==> src/wdtu_pkg.sv <==
// Purpose: Constants for the watchdog timer unit
// Assumes: 32-bit AHB-Lite register bus, one word per register
// Notes:   Offsets are byte addresses
package wdtu_pkg;
    localparam logic [5:0]  OFS_MODE      = 6'h00;
    localparam logic [5:0]  OFS_RELOAD    = 6'h04;
    localparam logic [5:0]  OFS_COUNT     = 6'h08;
    localparam logic [5:0]  OFS_TRIG      = 6'h0c;
    localparam logic [5:0]  OFS_ST_SET    = 6'h10;
    localparam logic [5:0]  OFS_ST_CLR    = 6'h14;
    localparam logic [5:0]  OFS_EN_VIEW   = 6'h18;
    localparam logic [5:0]  OFS_ST_VIEW   = 6'h1c;
    localparam logic [5:0]  OFS_EN_SET    = 6'h20;
    localparam logic [5:0]  OFS_EN_CLR    = 6'h24;
    localparam logic [5:0]  OFS_RSTCAUSE  = 6'h28;
    localparam logic [31:0] RELOAD_RESET  = 32'h00ffffff;
    localparam logic [31:0] COUNT_RESET   = 32'h00000000;
    localparam logic [31:0] UNLOCK_FIRST  = 32'haaaaaaaa;
    localparam logic [31:0] UNLOCK_SECOND = 32'h55555555;
    localparam int          MODE_DBG_BIT  = 0;
    localparam int          MODE_LCK_BIT  = 1;
    localparam int          MODE_ACT_BIT  = 2;
    localparam int          MODE_TOF_BIT  = 3;
    localparam int          TRIG_BIT      = 0;
    localparam int          IRQ_OVF_BIT   = 0;
    localparam int          RST_PULSE_CYC = 4;
    localparam logic [1:0]  HTRANS_NONSEQ = 2'b10;
endpackage

==> src/wdtu_counter.sv <==
// Purpose: 32-bit watchdog counting element
// Assumes: Clock gating stall arrives as a level
// Notes:   Wrap of all-ones marks the overflow
`timescale 1ns/1ps
`default_nettype none
module wdtu_counter #(
    parameter int WIDTH = 32
) (
    input  wire logic             clk,
    input  wire logic             rst,
    input  wire logic             load,
    input  wire logic [WIDTH-1:0] load_value,
    input  wire logic             run,
    input  wire logic             stall,
    output logic      [WIDTH-1:0] count,
    output logic                  wrap
);
    logic [WIDTH-1:0] count_q;
    logic [WIDTH-1:0] count_d;
    logic             adv;
    // stall holds count
    assign adv     = run && !stall;
    // load on trigger
    // increment each cycle
    assign count_d = load ? load_value : (adv ? count_q + WIDTH'(1) : count_q);
    // wrap detection
    assign wrap    = adv && !load && (count_q == {WIDTH{1'b1}});
    assign count   = count_q;
    always_ff @(posedge clk) begin
        if (rst) begin
            count_q <= WIDTH'(0);
        end else begin
            count_q <= count_d;
        end
    end
endmodule // wdtu_counter
`default_nettype wire

==> src/wdtu_top.sv <==
// Purpose: Watchdog timer unit with AHB-Lite register slave
// Assumes: Single clock REF_CLK, synchronous active high RST
// Notes:   Chip reset request and cause flag go to reset generation
// What this block does
// Expiry without retrigger resets the chip
// 32-bit counter advancing every clock
// Debug mode expiry raises interrupt instead
// New reload value engages debug lock
// Reload writes need unlock pair first
// Software retriggers before overflow
// Interrupt output gated by enable bit
// Clear status write clears overflow flag
// Enabled debug overflow: only clear retriggers
// Disabled debug interrupt: trigger write retriggers
// Counter stalls while clocks are stopped
// Software retriggers before stopping clocks
// Watchdog reset acts as external reset
// Reset cause indication for clock unit
// No pins beyond registers, irq, reset
// Reload at 0x04, resets to 0x00ffffff
// Counter readable at 0x08
// Status set, clear, view registers
// Enable set, clear, view registers
// Mode register four documented bits
// Trigger bit 0 restarts counting
// Debug bit settable only while unlocked
// Load from reload, overflow on wrap
// Interrupt is AND of status and enable
//
// Our own choice: the AHB-Lite interface to the registers.
`timescale 1ns/1ps
`default_nettype none
module wdtu_top
    import wdtu_pkg::*;
#(
    parameter int CNT_WIDTH = 32
) (
    input  wire logic        REF_CLK,
    input  wire logic        RST,
    input  wire logic        HSEL,
    input  wire logic [31:0] HADDR,
    input  wire logic [1:0]  HTRANS,
    input  wire logic        HWRITE,
    input  wire logic [2:0]  HSIZE,
    input  wire logic        HREADY,
    input  wire logic [31:0] HWDATA,
    output logic      [31:0] HRDATA,
    output logic             HREADYOUT,
    output logic             HRESP,
    input  wire logic        CLK_STOPPED,
    output logic             IRQ,
    output logic             CHIP_RESET_REQ,
    output logic             WDOG_RESET_CAUSE
);
    typedef enum logic [1:0] {WDTU_IDLE, WDTU_FIRST_OK, WDTU_OPEN} wdtu_unlock_e;

    logic [5:0]           addr_q;
    logic                 wr_q;
    logic [31:0]          rdata_q;
    logic [31:0]          rdata_d;
    logic [31:0]          reload_q;
    logic                 dbg_q;
    logic                 lock_q;
    logic                 active_q;
    logic                 tof_q;
    logic                 st_q;
    logic                 en_q;
    logic                 hold_q;
    logic                 cause_q;
    logic [2:0]           pulse_q;
    wdtu_unlock_e         unl_q;
    wdtu_unlock_e         unl_d;
    logic [CNT_WIDTH-1:0] count;
    logic                 wrap;
    logic                 addr_ok;
    logic                 take;
    logic                 rd_take;
    logic                 w_mode;
    logic                 w_reload;
    logic                 w_trig;
    logic                 w_stset;
    logic                 w_stclr;
    logic                 w_enset;
    logic                 w_enclr;
    logic                 w_cause;
    logic                 reload_ok;
    logic                 trig_req;
    logic                 retrig;
    logic                 ovf_irq;
    logic                 ovf_rst;
    logic [31:0]          mode_view;
    logic                 rd_hit_mode;
    logic                 rd_hit_reload;
    logic                 rd_hit_count;
    logic                 rd_hit_en;
    logic                 rd_hit_st;
    logic                 rd_hit_cause;
    logic                 st_set_hit;
    logic                 st_clr_hit;
    logic                 en_set_hit;
    logic                 en_clr_hit;
    logic                 cause_clr_hit;
    logic                 trig_ok;
    logic                 clr_restart;

    function automatic logic wr_at(input logic [5:0] a, input logic [5:0] ofs,
                                   input logic wr);
        wr_at = wr && (a == ofs);
    endfunction

    function automatic logic hit_at(input logic [5:0] a, input logic [5:0] ofs);
        hit_at = (a == ofs);
    endfunction

    // Slave always ready with OKAY; reads are zero-wait
    assign addr_ok   = HSEL && HREADY && HTRANS[1];
    assign take      = addr_ok && HWRITE;
    assign rd_take   = addr_ok && !HWRITE;
    assign HREADYOUT = 1'b1;
    assign HRESP     = 1'b0;
    assign HRDATA    = rdata_q;

    assign w_mode    = wr_at(addr_q, OFS_MODE, wr_q);
    assign w_reload  = wr_at(addr_q, OFS_RELOAD, wr_q);
    assign w_trig    = wr_at(addr_q, OFS_TRIG, wr_q);
    assign w_stset   = wr_at(addr_q, OFS_ST_SET, wr_q);
    assign w_stclr   = wr_at(addr_q, OFS_ST_CLR, wr_q);
    assign w_enset   = wr_at(addr_q, OFS_EN_SET, wr_q);
    assign w_enclr   = wr_at(addr_q, OFS_EN_CLR, wr_q);
    assign w_cause   = wr_at(addr_q, OFS_RSTCAUSE, wr_q);

    // Bit 0 of the data word is the only live bit of the strobes
    assign st_set_hit    = w_stset && HWDATA[IRQ_OVF_BIT];
    assign st_clr_hit    = w_stclr && HWDATA[IRQ_OVF_BIT];
    assign en_set_hit    = w_enset && HWDATA[IRQ_OVF_BIT];
    assign en_clr_hit    = w_enclr && HWDATA[IRQ_OVF_BIT];
    assign cause_clr_hit = w_cause && HWDATA[0];

    // unlock sequence
    always_comb begin
        unl_d = unl_q;
        if (w_reload) begin
            unique case (unl_q)
                WDTU_IDLE:     unl_d = (HWDATA == UNLOCK_FIRST) ? WDTU_FIRST_OK : WDTU_IDLE;
                WDTU_FIRST_OK: unl_d = (HWDATA == UNLOCK_SECOND) ? WDTU_OPEN :
                                       ((HWDATA == UNLOCK_FIRST) ? WDTU_FIRST_OK : WDTU_IDLE);
                WDTU_OPEN:     unl_d = WDTU_IDLE;
                default:       unl_d = WDTU_IDLE;
            endcase
        end
    end
    assign reload_ok = w_reload && (unl_q == WDTU_OPEN);

    // trigger bit
    assign trig_req    = w_trig && HWDATA[TRIG_BIT];
    // trigger works when not held
    assign trig_ok     = trig_req && !hold_q;
    // trigger blocked while held
    // Only clearing the held overflow restarts it
    assign clr_restart = hold_q && st_clr_hit;
    // retrigger restarts period
    assign retrig      = trig_ok || clr_restart;

    // debug expiry is interrupt
    assign ovf_irq  = wrap && dbg_q;
    // expiry resets chip
    assign ovf_rst  = wrap && !dbg_q;

    // mode register view
    assign mode_view = {28'h0000000, tof_q, active_q, lock_q, dbg_q};

    // readback decode
    // Unmapped offsets match no hit and read as zero
    assign rd_hit_mode   = hit_at(HADDR[5:0], OFS_MODE);
    assign rd_hit_reload = hit_at(HADDR[5:0], OFS_RELOAD);
    assign rd_hit_count  = hit_at(HADDR[5:0], OFS_COUNT);
    assign rd_hit_en     = hit_at(HADDR[5:0], OFS_EN_VIEW);
    assign rd_hit_st     = hit_at(HADDR[5:0], OFS_ST_VIEW);
    assign rd_hit_cause  = hit_at(HADDR[5:0], OFS_RSTCAUSE);
    // The counter may be narrower than the bus; upper bits read zero
    assign rdata_d = ({32{rd_hit_mode}}   & mode_view)
                   | ({32{rd_hit_reload}} & reload_q)
                   | ({32{rd_hit_count}}  & 32'(count))
                   | ({32{rd_hit_en}}     & {31'h00000000, en_q})
                   | ({32{rd_hit_st}}     & {31'h00000000, st_q})
                   | ({32{rd_hit_cause}}  & {31'h00000000, cause_q});

    wdtu_counter #(
        .WIDTH(CNT_WIDTH)
    ) u_counter (
        .clk       (REF_CLK),
        .rst       (RST),
        .load      (retrig),
        .load_value(reload_q[CNT_WIDTH-1:0]),
        .run       (active_q),
        .stall     (CLK_STOPPED),
        .count     (count),
        .wrap      (wrap)
    );

    always_ff @(posedge REF_CLK) begin
        if (RST) begin
            addr_q <= 6'h00;
            wr_q   <= 1'b0;
        end else begin
            wr_q <= take;
            if (addr_ok) begin
                addr_q <= HADDR[5:0];
            end
        end
    end

    // Read data stands for the data phase only, zero elsewhere
    always_ff @(posedge REF_CLK) begin
        if (RST) begin
            rdata_q <= 32'h00000000;
        end else begin
            rdata_q <= rd_take ? rdata_d : 32'h00000000;
        end
    end

    always_ff @(posedge REF_CLK) begin
        if (RST) begin
            unl_q <= WDTU_IDLE;
        end else begin
            unl_q <= unl_d;
        end
    end

    always_ff @(posedge REF_CLK) begin
        if (RST) begin
            // reload reset value
            reload_q <= RELOAD_RESET;
            lock_q   <= 1'b0;
        end else if (reload_ok) begin
            reload_q <= HWDATA;
            // lock on new reload
            lock_q   <= 1'b1;
        end
    end

    always_ff @(posedge REF_CLK) begin
        if (RST) begin
            dbg_q <= 1'b0;
        end else if (w_mode) begin
            // debug set only unlocked
            if (!HWDATA[MODE_DBG_BIT]) begin
                dbg_q <= 1'b0;
            end else if (!lock_q) begin
                dbg_q <= 1'b1;
            end
        end
    end

    // Counter starts on first trigger; a hold suspends it
    always_ff @(posedge REF_CLK) begin
        if (RST) begin
            active_q <= 1'b0;
        end else if (retrig) begin
            active_q <= 1'b1;
        end else if (ovf_irq && en_q) begin
            active_q <= 1'b0;
        end
    end

    // Hold keeps an unserviced debug overflow from being run over
    always_ff @(posedge REF_CLK) begin
        if (RST) begin
            hold_q <= 1'b0;
        end else if (retrig) begin
            hold_q <= 1'b0;
        end else if (ovf_irq && en_q) begin
            hold_q <= 1'b1;
        end
    end

    // Timeout flag is sticky until reset
    always_ff @(posedge REF_CLK) begin
        if (RST) begin
            tof_q <= 1'b0;
        end else if (ovf_irq) begin
            tof_q <= 1'b1;
        end
    end

    // clear status; set wins over clear
    // status set and clear
    always_ff @(posedge REF_CLK) begin
        if (RST) begin
            st_q <= 1'b0;
        end else if (ovf_irq || st_set_hit) begin
            st_q <= 1'b1;
        end else if (st_clr_hit) begin
            st_q <= 1'b0;
        end
    end

    // enable set and clear
    always_ff @(posedge REF_CLK) begin
        if (RST) begin
            en_q <= 1'b0;
        end else if (en_set_hit) begin
            en_q <= 1'b1;
        end else if (en_clr_hit) begin
            en_q <= 1'b0;
        end
    end

    // gated interrupt output
    assign IRQ = st_q && en_q;

    // chip reset pulse
    // Held several cycles so the reset generator cannot miss it
    always_ff @(posedge REF_CLK) begin
        if (RST) begin
            pulse_q <= 3'h0;
        end else if (ovf_rst) begin
            pulse_q <= 3'(RST_PULSE_CYC);
        end else if (pulse_q != 3'h0) begin
            pulse_q <= pulse_q - 3'h1;
        end
    end
    assign CHIP_RESET_REQ = (pulse_q != 3'h0);

    // reset cause flag
    // Not cleared by RST, since RST follows our own request
    always_ff @(posedge REF_CLK) begin
        if (ovf_rst) begin
            cause_q <= 1'b1;
        end else if (cause_clr_hit) begin
            cause_q <= 1'b0;
        end
    end

    // no pins beyond bus, irq, reset
    assign WDOG_RESET_CAUSE = cause_q;
endmodule // wdtu_top
`default_nettype wire
==> config.mk <==
export PLATFORM = sky130hd
export DESIGN_NAME = wdtu_top
export DESIGN_NICKNAME = d
export VERILOG_FILES = /design/src/wdtu_pkg.sv /design/src/wdtu_counter.sv /design/src/wdtu_top.sv
export SDC_FILE = /design/constraint.sdc
export NUM_CORES = 1
export LEC_CHECK = 0
export BUFFER_PORTS_ARGS = -buffer_cell sky130_fd_sc_hd__buf_4
export CAP_MARGIN = 5
export CELL_PAD_IN_SITES_DETAIL_PLACEMENT = 2
export CELL_PAD_IN_SITES_GLOBAL_PLACEMENT = 2
export CORE_UTILIZATION = 35
export DETAILED_ROUTE_END_ITERATION = 8
export PLACE_DENSITY_LB_ADDON = 0.1
export SLEW_MARGIN = 25
export SYNTH_ARGS = -nofsm -noshare
export SYNTH_HDL_FRONTEND = slang
export SYNTH_HIERARCHICAL = 1
export SYNTH_SLANG_ARGS = --single-unit
==> constraint.sdc <==
create_clock -name REF_CLK -period 7 [get_ports REF_CLK]
set_input_delay 0.35 -clock REF_CLK [delete_from_list [all_inputs] [get_ports REF_CLK]]
set_output_delay 0.35 -clock REF_CLK [all_outputs]
set_load 0.1 [all_outputs]
Word level (Yosys, flattened, before mapping)
Cells that the tools add are included.
{ "word_totals": {"register_bits": 116, "latch_bits": 0, "mem_bits_rw": 0, "mem_bits_ro": 0, "in_bits": 75, "output_inout_bits": 37, "wordCells": 111, "memories": 0} }
{ "classes": {"n_addsub": 2, "n_mul": 0, "n_div": 0, "magnitude_cmp": 0, "n_eq_ne": 18, "shift": 0, "muxes": 15, "bitwise": 12, "n_reduce_logical": 48} }
{ "op_table": {"columns": ["operator", "count"], "rows": [
  ["$or 32x32->32", 5],
  ["$and 32x1->32", 3],
  ["$and 32x32->32", 2],
  ["$eq 32x32->1 const B", 2],
  ["$mux 32", 2],
  ["$add 32x1->32 const B", 1],
  ["$and 32x4->32", 1],
  ["$eq 32x31->1 const B", 1],
  ["$logic_and 1x1->1", 28],
  ["$eq 6x5->1 const B", 4],
  ["$eq 6x6->1 const B", 4],
  ["$eq 6x3->1 const B", 2],
  ["$eq 6x4->1 const B", 2],
  ["$logic_not 6->1", 2],
  ["$reduce_bool 2->1", 5],
  ["$mux 1", 9],
  ["$mux 3", 2],
  ["$reduce_or 2->1", 3],
  ["$logic_not 1->1", 5],
  ["$pmux 2 s2", 1],
  ["$reduce_bool 3->1", 1],
  ["$sub 3x1->3 const B", 1],
  ["$eq 2x1->1 const B", 1],
  ["$eq 2x2->1 const B", 1],
  ["6 further kinds", 7]
]} }

Longest topological paths before layout
Gate-level depths: netlist of run 1.
{ "logic_depth": {"depth_word": 12, "mapped_depth": 9, "mapped_depth_nobuf": 7} }

By module
The synthesis of run 1 kept the hierarchy.
{ "modules_own_cells": {"columns": ["mod", "instances", "cells_per_inst", "area_per_inst_um2", "seq_area_each_um2"], "rows": [
  ["wdtu_top", 1, 381, 3362.0, 1681.6],
  ["wdtu_counter", 1, 255, 2045.7, 640.6]
]} }

Worst setup path before layout of run 1
No wires, ideal clock.
{ "synth_timing": {"kind": "reg-to-reg", "startpoint": "register u_counter.count_q[0] (netlist: u_counter/count[0])", "endpoint": "register active_q", "arrival_time_ns": 2.389, "required_ns": 6.885, "setup_slack_ns": 4.496, "stages_incl_launch_ff": 9, "path_cell_list": "dfxtp_1 -> ha_1 -> and3_1 -> nand2_1 -> clkbuf_1 -> or4_1 -> nor4_1 -> a31oi_1 -> o21a_1"} }
{ "synth_between": {"elab_chain_len": 5} }
{ "synth_lines": {"columns": ["item", "line", "text"], "rows": [
  ["start, declared", "wdtu_counter.sv:18", "logic [WIDTH-1:0] count_q;"],
  ["start signal, assigned", "wdtu_counter.sv:33", "count_q <= count_d;"],
  ["$eq 32x32->1", "wdtu_counter.sv:27", "assign wrap = adv && !load && (count_q == {WIDTH{1'b1}});"],
  ["$logic_and 1x1->1", "wdtu_counter.sv:27", null],
  ["named net wrap", "wdtu_top.sv:74", "logic wrap;"],
  ["$logic_and 1x1->1", "wdtu_top.sv:165", "assign ovf_irq = wrap && dbg_q;"],
  ["$logic_and 1x1->1", "wdtu_top.sv:261", "end else if (ovf_irq && en_q) begin"],
  ["$reduce_bool 2->1 (no line)", null, null],
  ["end signal, assigned", "wdtu_top.sv:258", "active_q <= 1'b0;"],
  ["end signal, assigned", "wdtu_top.sv:260", "active_q <= 1'b1;"],
  ["end signal, assigned", "wdtu_top.sv:262", "active_q <= 1'b0;"],
  ["end, declared", "wdtu_top.sv:64", "logic active_q;"]
]} }
The timed path passes the listed nets, and every way through them passes these cells.
A chain may end at the register's enable or synchronous reset.

Final worst setup path of run 1
{ "layout_timing": {"startpoint": "register active_q", "endpoint": "register pulse_q[1]"} }
{ "layout_between": {"elab_chain_len": 5} }
{ "layout_lines": {"columns": ["item", "line", "text"], "rows": [
  ["$logic_and 1x1->1", "wdtu_counter.sv:22", "assign adv = run && !stall;"],
  ["$logic_and 1x1->1 (2 in series)", "wdtu_counter.sv:27", null],
  ["named net wrap", "wdtu_top.sv:74", null],
  ["$logic_and 1x1->1", "wdtu_top.sv:167", "assign ovf_rst = wrap && !dbg_q;"],
  ["$reduce_or 2->1 (no line)", null, null],
  ["end signal, assigned", "wdtu_top.sv:318", "pulse_q <= 3'(RST_PULSE_CYC);"],
  ["end signal, assigned", "wdtu_top.sv:320", "pulse_q <= pulse_q - 3'h1;"],
  ["end, declared", "wdtu_top.sv:70", "logic [2:0] pulse_q;"]
]} }
The timed path passes the listed nets, and every way through them passes these cells.

==> flow_summary.ini, run 1 <==
[logic_synthesis]
syn_area_um2 = 5410
synth_nets = 715
synth_top_family_by_area = simple AND/OR/NAND/NOR gates
synth-edff-count = 0
synthTopCellsByArea = dfxtp_1, nand2_1, nor2_1
synth.ff_latch_count = 116
synth_xor_area_share_pct = 1.94
yosysSeqAreaShare_pct = 42.9
yosys_warnings = 6
synth_top_area_share_pct = 42.9
ys_types = 65
ys.flop_type = dfxtp_1
synth.area.mux_share_pct = 1.85
syn_inst = 636
synth_adder_area_share_pct = 0.925
syn_area_per_cell_um2 = 8.50
synth-compound-area-share_pct = 15.9
synth-simple-area-share_pct = 31.0
synth_common_cells = dfxtp_1, nand2_1, nor2_1
synth.most_common_cell = dfxtp_1
yosysTopAreaCell = dfxtp_1
synthArstFlopShare_pct = 0

[routing]
vias = 5301
via_per_inst = 5.90
drt_iter0_markers = 291
drc = 0
wl_per_cell_um = 21.9
first_pass_iters = 5
finalWirelength_um = 19700
detail-route-antenna-nets = 0

[placement]
dpl_cell_area_um2 = 6070
gp_congestion = 0.809
hpwl_um = 13000
portBuffers = 79
dp_slack_ns = 3.43

[timing]
period_needed_ns = 3.41
slew_violations = 0
worst_pin_slew_ns = 0.976
relSlewSlack_pct = 34.7
max_freq_mhz = 294
period_share_pct = 48.7
hold_viol_final = 0
rsz0062_at_grt = false
setup_viol = 0
setup_ws_ns = 3.59
fin_skew_ns = 0.00935
setup_tns_ns = 0

[critical_path]
worst-path-max-fanout = 14
endpoint_kind = flip-flop
arrival_ns = 3.68
worstPathRequired_ns = 7.27
worstSetupStartpointType = flip-flop
cp_slowest_stage_delay_ns = 0.67
path_buf_inv = 0
crit_type = reg2reg
crit_chain = nor2b_1, nand2_1, or4_1, nor4_2, nor2b_1, nor3_1
crit_top_cell = nor2b_1
crit_family = simple AND/OR/NAND/NOR gates
cp_slowest_cell = or4_1

[final_layout]
insertedDiodeCount = 0
postLayoutCellArea_um2 = 6740
register_area_um2 = 2320
fin_util_pct = 44.5
nets = 777
multi_input_comb_area_um2 = 2820
drive_gt1_share_pct = 18.3
area_growth_pct = 24.6
fillerInstances = 1668

[clocking]
postCtsSetupBuffers = 0
numCtsBuffers = 17
ctsRootBufferMaster = clkbuf_16
tritoncts = built
cts_resized = 0
clk_latency_ns = 0.43
cts_hold_buf = 0
cts_sinks = 116
path_clk_slew_ns = 0.06
cts_buffer_depth = 2
htree_levels = 4

[power]
max-vdd-ir-drop_mv = 0.178
power.density_nw_per_um2 = 266
p_switching_uw = 411
p_leak_nw = 2.50
swShare_pct = 22.9
pwr-share-clk_pct = 55.0
power_frac_comb_pct = 7.4
internal-power_mw = 1.38
p_seq_share_pct = 37.6

[grt]
groute.usage.overall_pct = 25.5
grt_pass1_vias = 5618
grt_max_degree = 62
grt.overflow.total = 0
grt_pass1_wl_um = 31200
antenna_found_initial = 0

[hold_path]
hold_path.class = in2reg

[outcome]
status = completed

[job]
maxCapViolCount = 0

[die]
pin_count = 112
dieWidth_um = 126
die_h_um = 126
start_util_pct = 35.7
std_cell_rows = 45
dieArea_um2 = 16000
core_region_area_um2 = 15100
layer usage:
layer / wire length [um] / track usage, %
met5: 0 / 0
met4: 306 / 8.79
met3: 625 / 3.88
met2: 10200 / 45.5
met1: 8530 / 31.3
metrics by stage:
step,std cells,hold WS [ns],power [mW]
floorplan,636,0.437,0.768
global placement,867,0.461,0.814
detailed placement,867,0.464,0.820
CTS,899,0.144,1.80
global route,899,0.169,1.84
finish,899,0.154,1.79
cell families (layout without fill, tap and decap cells):
kind of cell	count (synthesis)	in the layout
AOI/OAI and AO/OA	117	117
xor gates and xnor gates	12	12
adders and majority gates	4	4
buffers and inverters	59	134
DFF	116	116
muxes	10	10
other	2	2
and+or+nand+nor	316	316
worst min-delay path, stage by stage:
cell and delay (ns):
buf_4 0.09, nand2_1 0.04, nand3_1 0.06
layout make-up:
cell class,count,area share (%)
Sequential cell,116,34.5
Tap cell,188,3.49
Inverter,16,0.891
Timing Repair Buffer,86,9.58
Clock buffer,23,7.24
Multi-Input combinational cell,461,41.8
Clock inverter,9,2.56
power by group through the flow:
stage | combinational [mW] | clock [mW] | sequential [mW]
after global placement | 0.128 | 0 | 0.686
after floorplan | 0.0826 | 0 | 0.685
after global routing | 0.145 | 1.03 | 0.673
after detailed placement | 0.133 | 0 | 0.686
after CTS | 0.134 | 0.996 | 0.672
final | 0.133 | 0.985 | 0.672
worst paths after layout:
| check | startpoint | end | slack [ns] | cells after the start |
|---|---|---|---|---|
| max | active_q$_SDFFE_PP0P_ | pulse_q[1]$_SDFFE_PP0P_ | 3.59 | 6 |
| min | HWDATA[7] | reload_q[7]$_SDFFE_PP1P_ | 0.15 | 3 |
| max reg2reg | active_q$_SDFFE_PP0P_ | pulse_q[1]$_SDFFE_PP0P_ | 3.59 | 6 |
| min reg2reg | reload_q[24]$_SDFFE_PP0P_ | reload_q[24]$_SDFFE_PP0P_ | 0.47 | 2 |
cell usage in the layout, fill, tap and decap left out, types with 9 or more instances in the layout:
| cell type | count |
|---|---|
| or4_1 | 17 |
| nor2_1 | 69 |
| nand4_1 | 19 |
| buf_4 | 86 |
| nor4bb_1 | 10 |
| a22oi_1 | 28 |
| inv_1 | 14 |
| or3_1 | 10 |
| and2_1 | 9 |
| clkbuf_16 | 17 |
| dfxtp_1 | 116 |
| nand3_1 | 40 |
| a21oi_1 | 19 |
| mux2i_1 | 10 |
| a311oi_1 | 12 |
| nand2_1 | 92 |
| o31ai_1 | 10 |
registers in the layout, indices dropped and copies added, names as in the netlist, 2 cells and up:
signal           flops
unl_q                2
HRDATA              32
addr_q               6
pulse_q              3
u_counter/count     32
reload_q            32
(Power assumes the default switching activity.)
==> run 2: changes to the inputs <==
Settings changed: CORE_UTILIZATION 35 to 32.
Clock period 7 ns to 3.25 ns, I/O delays scaled along.
==> run 2 against run 1 <==
  * Clock-buffer cell count is the same
  * Critical path depth up 2
  * Final area grew 2.8%
  * Sequential power is 120% higher
  * First-iteration DRC count is 5.8% lower
  * Hold slack worse by 0.14 ns
  * Non-clock buffer count increased by 32
==> flow_summary.ini, run 2 (synthesis results as in run 1) <==
[clocking]
clk_latency_ns = 0.42
cts_sinks = 116
tritoncts = built
numCtsBuffers = 17
path_clk_slew_ns = 0.05
ctsRootBufferMaster = clkbuf_16
htree_levels = 4
cts_buffer_depth = 2

[power]
p_switching_uw = 841
power.density_nw_per_um2 = 495
max-vdd-ir-drop_mv = 0.363
p_seq_share_pct = 42.3
internal-power_mw = 2.58
power_frac_comb_pct = 9.1
p_leak_nw = 2.58
swShare_pct = 24.5
pwr-share-clk_pct = 48.5

[critical_path]
r2r_cells = 8
reg2reg_to = pulse_q[1]$_SDFFE_PP0P_
worstPathRequired_ns = 3.53
timing.rr.start = u_counter/count[4]$_SDFFE_PP0P_
crit_type = reg2reg
worstSetupStartpointType = flip-flop
cp_slowest_stage_delay_ns = 0.45
worst-path-max-fanout = 15
crit_family = simple AND/OR/NAND/NOR gates
crit_chain = and4_1, nand4_1, buf_4, or4_1, nor4_1, buf_4, nor2b_1, nor3_1
arrival_ns = 2.84
cp_slowest_cell = or4_1
path_buf_inv = 2
r2r_setup_slack_ns = 0.68
endpoint_kind = flip-flop
crit_top_cell = buf_4

[timing]
period_needed_ns = 2.57
max_freq_mhz = 390
rsz0062_at_grt = false
setup_tns_ns = 0
period_share_pct = 78.9
relSlewSlack_pct = 34.7
setup_viol = 0
fin_skew_ns = 0.00986
hold_viol_final = 0
worst_pin_slew_ns = 0.976
slew_violations = 0

[final_layout]
fin_util_pct = 41.9
area_growth_pct = 28.1
mostFrequentLayoutCells = dfxtp_1, buf_4, nand2_1
drive_gt1_share_pct = 18.4
nets = 809
insertedDiodeCount = 0
fillerInstances = 1837
final_common_cell = dfxtp_1

[die]
die_h_um = 132
core_region_area_um2 = 16500
start_util_pct = 32.7
dieWidth_um = 132
std_cell_rows = 47
pin_count = 112
dieArea_um2 = 17400

[hold_path]
min_path_cells = 3
hold_path.class = in2reg
hp-start = HWDATA[20]
min_to = reload_q[20]$_SDFFE_PP1P_

[grt]
grt_pass1_wl_um = 31800
grt_max_degree = 44
antenna_found_initial = 0
grt.overflow.total = 0
grt_pass1_vias = 5842
groute.usage.overall_pct = 23.7

[routing]
vias = 5309
finalWirelength_um = 19700
first_pass_iters = 4
wl_per_cell_um = 20.5
drt_iter0_markers = 274
detail-route-antenna-nets = 0
via_per_inst = 5.53
drc = 0

[placement]
gp_congestion = 0.773
hpwl_um = 13700
portBuffers = 79

[outcome]
status = completed

[job]
maxCapViolCount = 0
==> run 2: cell types whose count changed in the layout (fill, tap and decap cells not counted), sizes merged <==
cell,delta
buf,+10
bufinv,-5
clkinv,+2
clkinvlp,-1
dlygate4sd3,+22
inv,+1
==> run 2: layout make-up <==
cell class                 instances  area, um^2  share of cell area [%]
clock buffer                      23         488                    7.05
clock inverter                     6        30.0                   0.434
inverter                          16        60.1                   0.867
multi-input combinational        461        2810                    40.6
sequential                       116        2320                    33.5
tap                              220         275                    3.97
timing repair buffer             118         941                    13.6
==> run 2: what timing repair did <==
item,CTS,global route
setup buffers,0,0
resized for setup,0,0
hold endpoints to repair,22,0
hold buffers,22,0
==> run 2: worst max-delay path by stage <==
stage                                                from                          endpoint  slack [ns]  cells past startpoint
final                     u_counter/count[4]$_SDFFE_PP0P_           pulse_q[1]$_SDFFE_PP0P_        0.68                      8
after global placement             addr_q[0]$_SDFFE_PP0P_  u_counter/count[31]$_SDFFE_PP0P_        0.80                      8
after global routing      u_counter/count[4]$_SDFFE_PP0P_           pulse_q[1]$_SDFFE_PP0P_        0.54                      8
after CTS                 u_counter/count[4]$_SDFFE_PP0P_           pulse_q[1]$_SDFFE_PP0P_        0.67                      8
after floorplan           u_counter/count[0]$_SDFFE_PP0P_             active_q$_SDFFE_PP0P_        0.75                      8
after detailed placement  u_counter/count[4]$_SDFFE_PP0P_           pulse_q[1]$_SDFFE_PP0P_        0.70                      8
==> run 2: power groups by stage <==
stage                     clock, mW  sequential, mW  combinational (mW)
final                          1.66            1.45               0.313
after global routing           1.76            1.45               0.335
after CTS                      1.71            1.45               0.316
after detailed placement          0            1.48               0.293
after global placement            0            1.48               0.281
after floorplan                   0            1.48               0.178
==> run 2: metrics by stage <==
stage / hold WS, ns / instances / worst slack [ns] / area [um^2] / total power, mW
final: 0.0133 / 960 / 0.685 / 6930 / 3.42
after CTS: 0.0000561 / 960 / 0.668 / 6930 / 3.47
after detailed placement: 0.398 / 909 / 0.696 / 6190 / 1.77
after global placement: 0.396 / 909 / 0.796 / 6190 / 1.76
after floorplan: 0.287 / 636 / 0.746 / 5410 / 1.65
after global routing: 0.0135 / 960 / 0.540 / 6930 / 3.55
==> run 2: per-layer routing <==
layer / global-route usage (%) / vias up / wire length, um
met5: 0 / - / 0
met4: 7.17 / 0 / 157
met3: 4.92 / 12 / 746
met2: 41.4 / 90 / 9940
met1: 29.1 / 2686 / 8830
li1: - / 2521 / -
==> run 2: worst min-delay path: cells and delay by family <==
family / cells / cell delay, ns
buffers and inverters: 1 / 0.10
AND/OR/NAND/NOR: 2 / 0.12
==> run 3: changes to the inputs <==
Settings changed: CORE_UTILIZATION 32 to 29.
Clock period 3.25 ns to 2.2 ns, I/O delays scaled along.
==> run 3 against run 2 <==
  * The run now ends with design-rule violations left
  * Sequential power grew 48%
  * Sequential cell count is the same
  * Global-route usage shrank 0.65 points
  * Non-clock buffer count grew 65
  * Register-to-register slack lost 0.68 ns
  * Fmax grew 17%
  * Final area grew 12%
  * Combinational power grew 59%
  * Clock skew grew 0.0032 ns
  * Total power grew 67%
  * Critical endpoint is now u_counter/count[28]$_SDFFE_PP0P_
  * Highest routed layer unchanged
==> flow_summary.ini, run 3 (synthesis results as in run 1) <==
[clocking]
htree_levels = 4
tritoncts = built
ctsRootBufferMaster = clkbuf_16
cts_buffer_depth = 2
clk_latency_ns = 0.43
numCtsBuffers = 17
path_clk_slew_ns = 0.06
cts_sinks = 116

[final_layout]
insertedDiodeCount = 0
postLayoutCellArea_um2 = 7770
area_growth_pct = 43.7
final_cells = 1037
nets = 874
drive_gt1_share_pct = 25.1
final_common_cell = buf_4
mostFrequentLayoutCells = buf_4, dfxtp_1, nand2_1

[hold_path]
hold_path.class = in2reg
min_path_cells = 3

[critical_path]
endpoint_kind = flip-flop
crit_family = simple AND/OR/NAND/NOR gates
r2r_cells = 8
worstSetupStartpointType = flip-flop
worst-path-max-fanout = 5
crit_type = reg2reg
crit_cells = 8
path_buf_inv = 2
cp_slowest_cell = or4b_4
crit_chain = nor2_1, nand3_2, a2111oi_4, buf_6, or4b_4, buf_6, or4_4, o211ai_1
worstPathRequired_ns = 2.53
cp_slowest_stage_delay_ns = 0.54
arrival_ns = 2.52
crit_top_cell = buf_6

[grt]
grt_pass1_wl_um = 34000
antenna_found_initial = 0
grt_max_degree = 33
groute.usage.overall_pct = 23.0
met1_usage_pct = 28.0
busiest_layer = met2
grtUsageMet3_pct = 3.83
grt.overflow.total = 0
grt_pass1_vias = 6122
met2_usage_pct = 40.6

[placement]
dpl_cell_area_um2 = 6550
gp_congestion = 0.782
hpwl_um = 14500
dpl.cell_count = 959
dp_slack_ns = -0.0771
portBuffers = 79

[power]
p_leak_nw = 3.02
max-vdd-ir-drop_mv = 0.517
power.density_nw_per_um2 = 736
fin_total_pwr_mw = 5.72

[routing]
vias = 5647
drc = 8
wl_per_cell_um = 21.0
first_pass_iters = 7
detail-route-antenna-nets = 0
via_per_inst = 5.45
drt_iter0_markers = 250
finalWirelength_um = 21800

[timing]
worst_pin_slew_ns = 0.511
rsz0062_at_grt = true
hold_viol_final = 0
setup_tns_ns = 0
relSlewSlack_pct = 65.4
period_share_pct = 99.6
slew_violations = 0
setup_viol = 0
max_freq_mhz = 456
period_needed_ns = 2.19
setup_ws_ns = 0.00842
fin_skew_ns = 0.0130

[die]
core_region_area_um2 = 18100
dieArea_um2 = 19200
start_util_pct = 29.8
std_cell_rows = 49
pin_count = 112
die_h_um = 139
dieWidth_um = 139

[job]
maxCapViolCount = 0

[outcome]
violations = design-rule violations
status = finished with violations
## run 3: cell count changes in the layout (fill, tap and decap cells not counted), sizes merged
cell / delta
buf: +48
dlygate4sd3: +16
bufinv: +5
clkbuf: -1
## run 3: worst paths after layout
kind / start / to / slack, ns
worst min-delay path: HADDR[2] / addr_q[2]$_SDFFE_PP0P_ / 0.009
worst min register to register: reload_q[25]$_SDFFE_PP0P_ / reload_q[25]$_SDFFE_PP0P_ / 0.48
worst max-delay path: addr_q[0]$_SDFFE_PP0P_ / u_counter/count[28]$_SDFFE_PP0P_ / 0.008
worst max register to register: addr_q[0]$_SDFFE_PP0P_ / u_counter/count[28]$_SDFFE_PP0P_ / 0.008
## run 3: cell type report
type                            instances  area (um^2)
Inverter                               16         60.1
Timing Repair Buffer                  183         1560
Clock inverter                         11          180
Multi-Input combinational cell        461         2890
Sequential cell                       116         2340
Clock buffer                           21          460
Fill cell                            1994        10400
Tap cell                              229          287
## run 3: power by group
group	switching [mW]	internal, mW
Sequential	0.0176	2.12
Combinational	0.297	0.201
Clock	1.03	2.06
Total	1.34	4.38
## run 3: through the flow
step / hold slack (ns) / utilization [%]
after detailed placement: 0.349 / 36.1
after CTS: 0.00314 / 42.0
after global routing: 0.0498 / 42.8
after floorplan: 0.234 / -
final: 0.00856 / 42.8
after global placement: 0.343 / 36.1
## run 3: tightest hold or removal path, stage by stage
cell	delay, ns
buf_4	0.14
mux2i_1	0.08
nor2_1	0.07
## run 3: repair_timing
action,in CTS,in global routing
hold buffers,38,0
setup buffers,3,4
resized for setup,13,18
setup endpoints to repair,9,13
pin swaps,4,4
hold endpoints to repair,38,0
gates cloned,0,1
## run 3: per-layer routing
| metal | up-vias | wire, um |
|---|---|---|
| li1 | 2646 | - |
| met1 | 2857 | 9650 |
| met2 | 110 | 11000 |
| met3 | 34 | 624 |
| met4 | 0 | 512 |
| met5 | - | 0 |
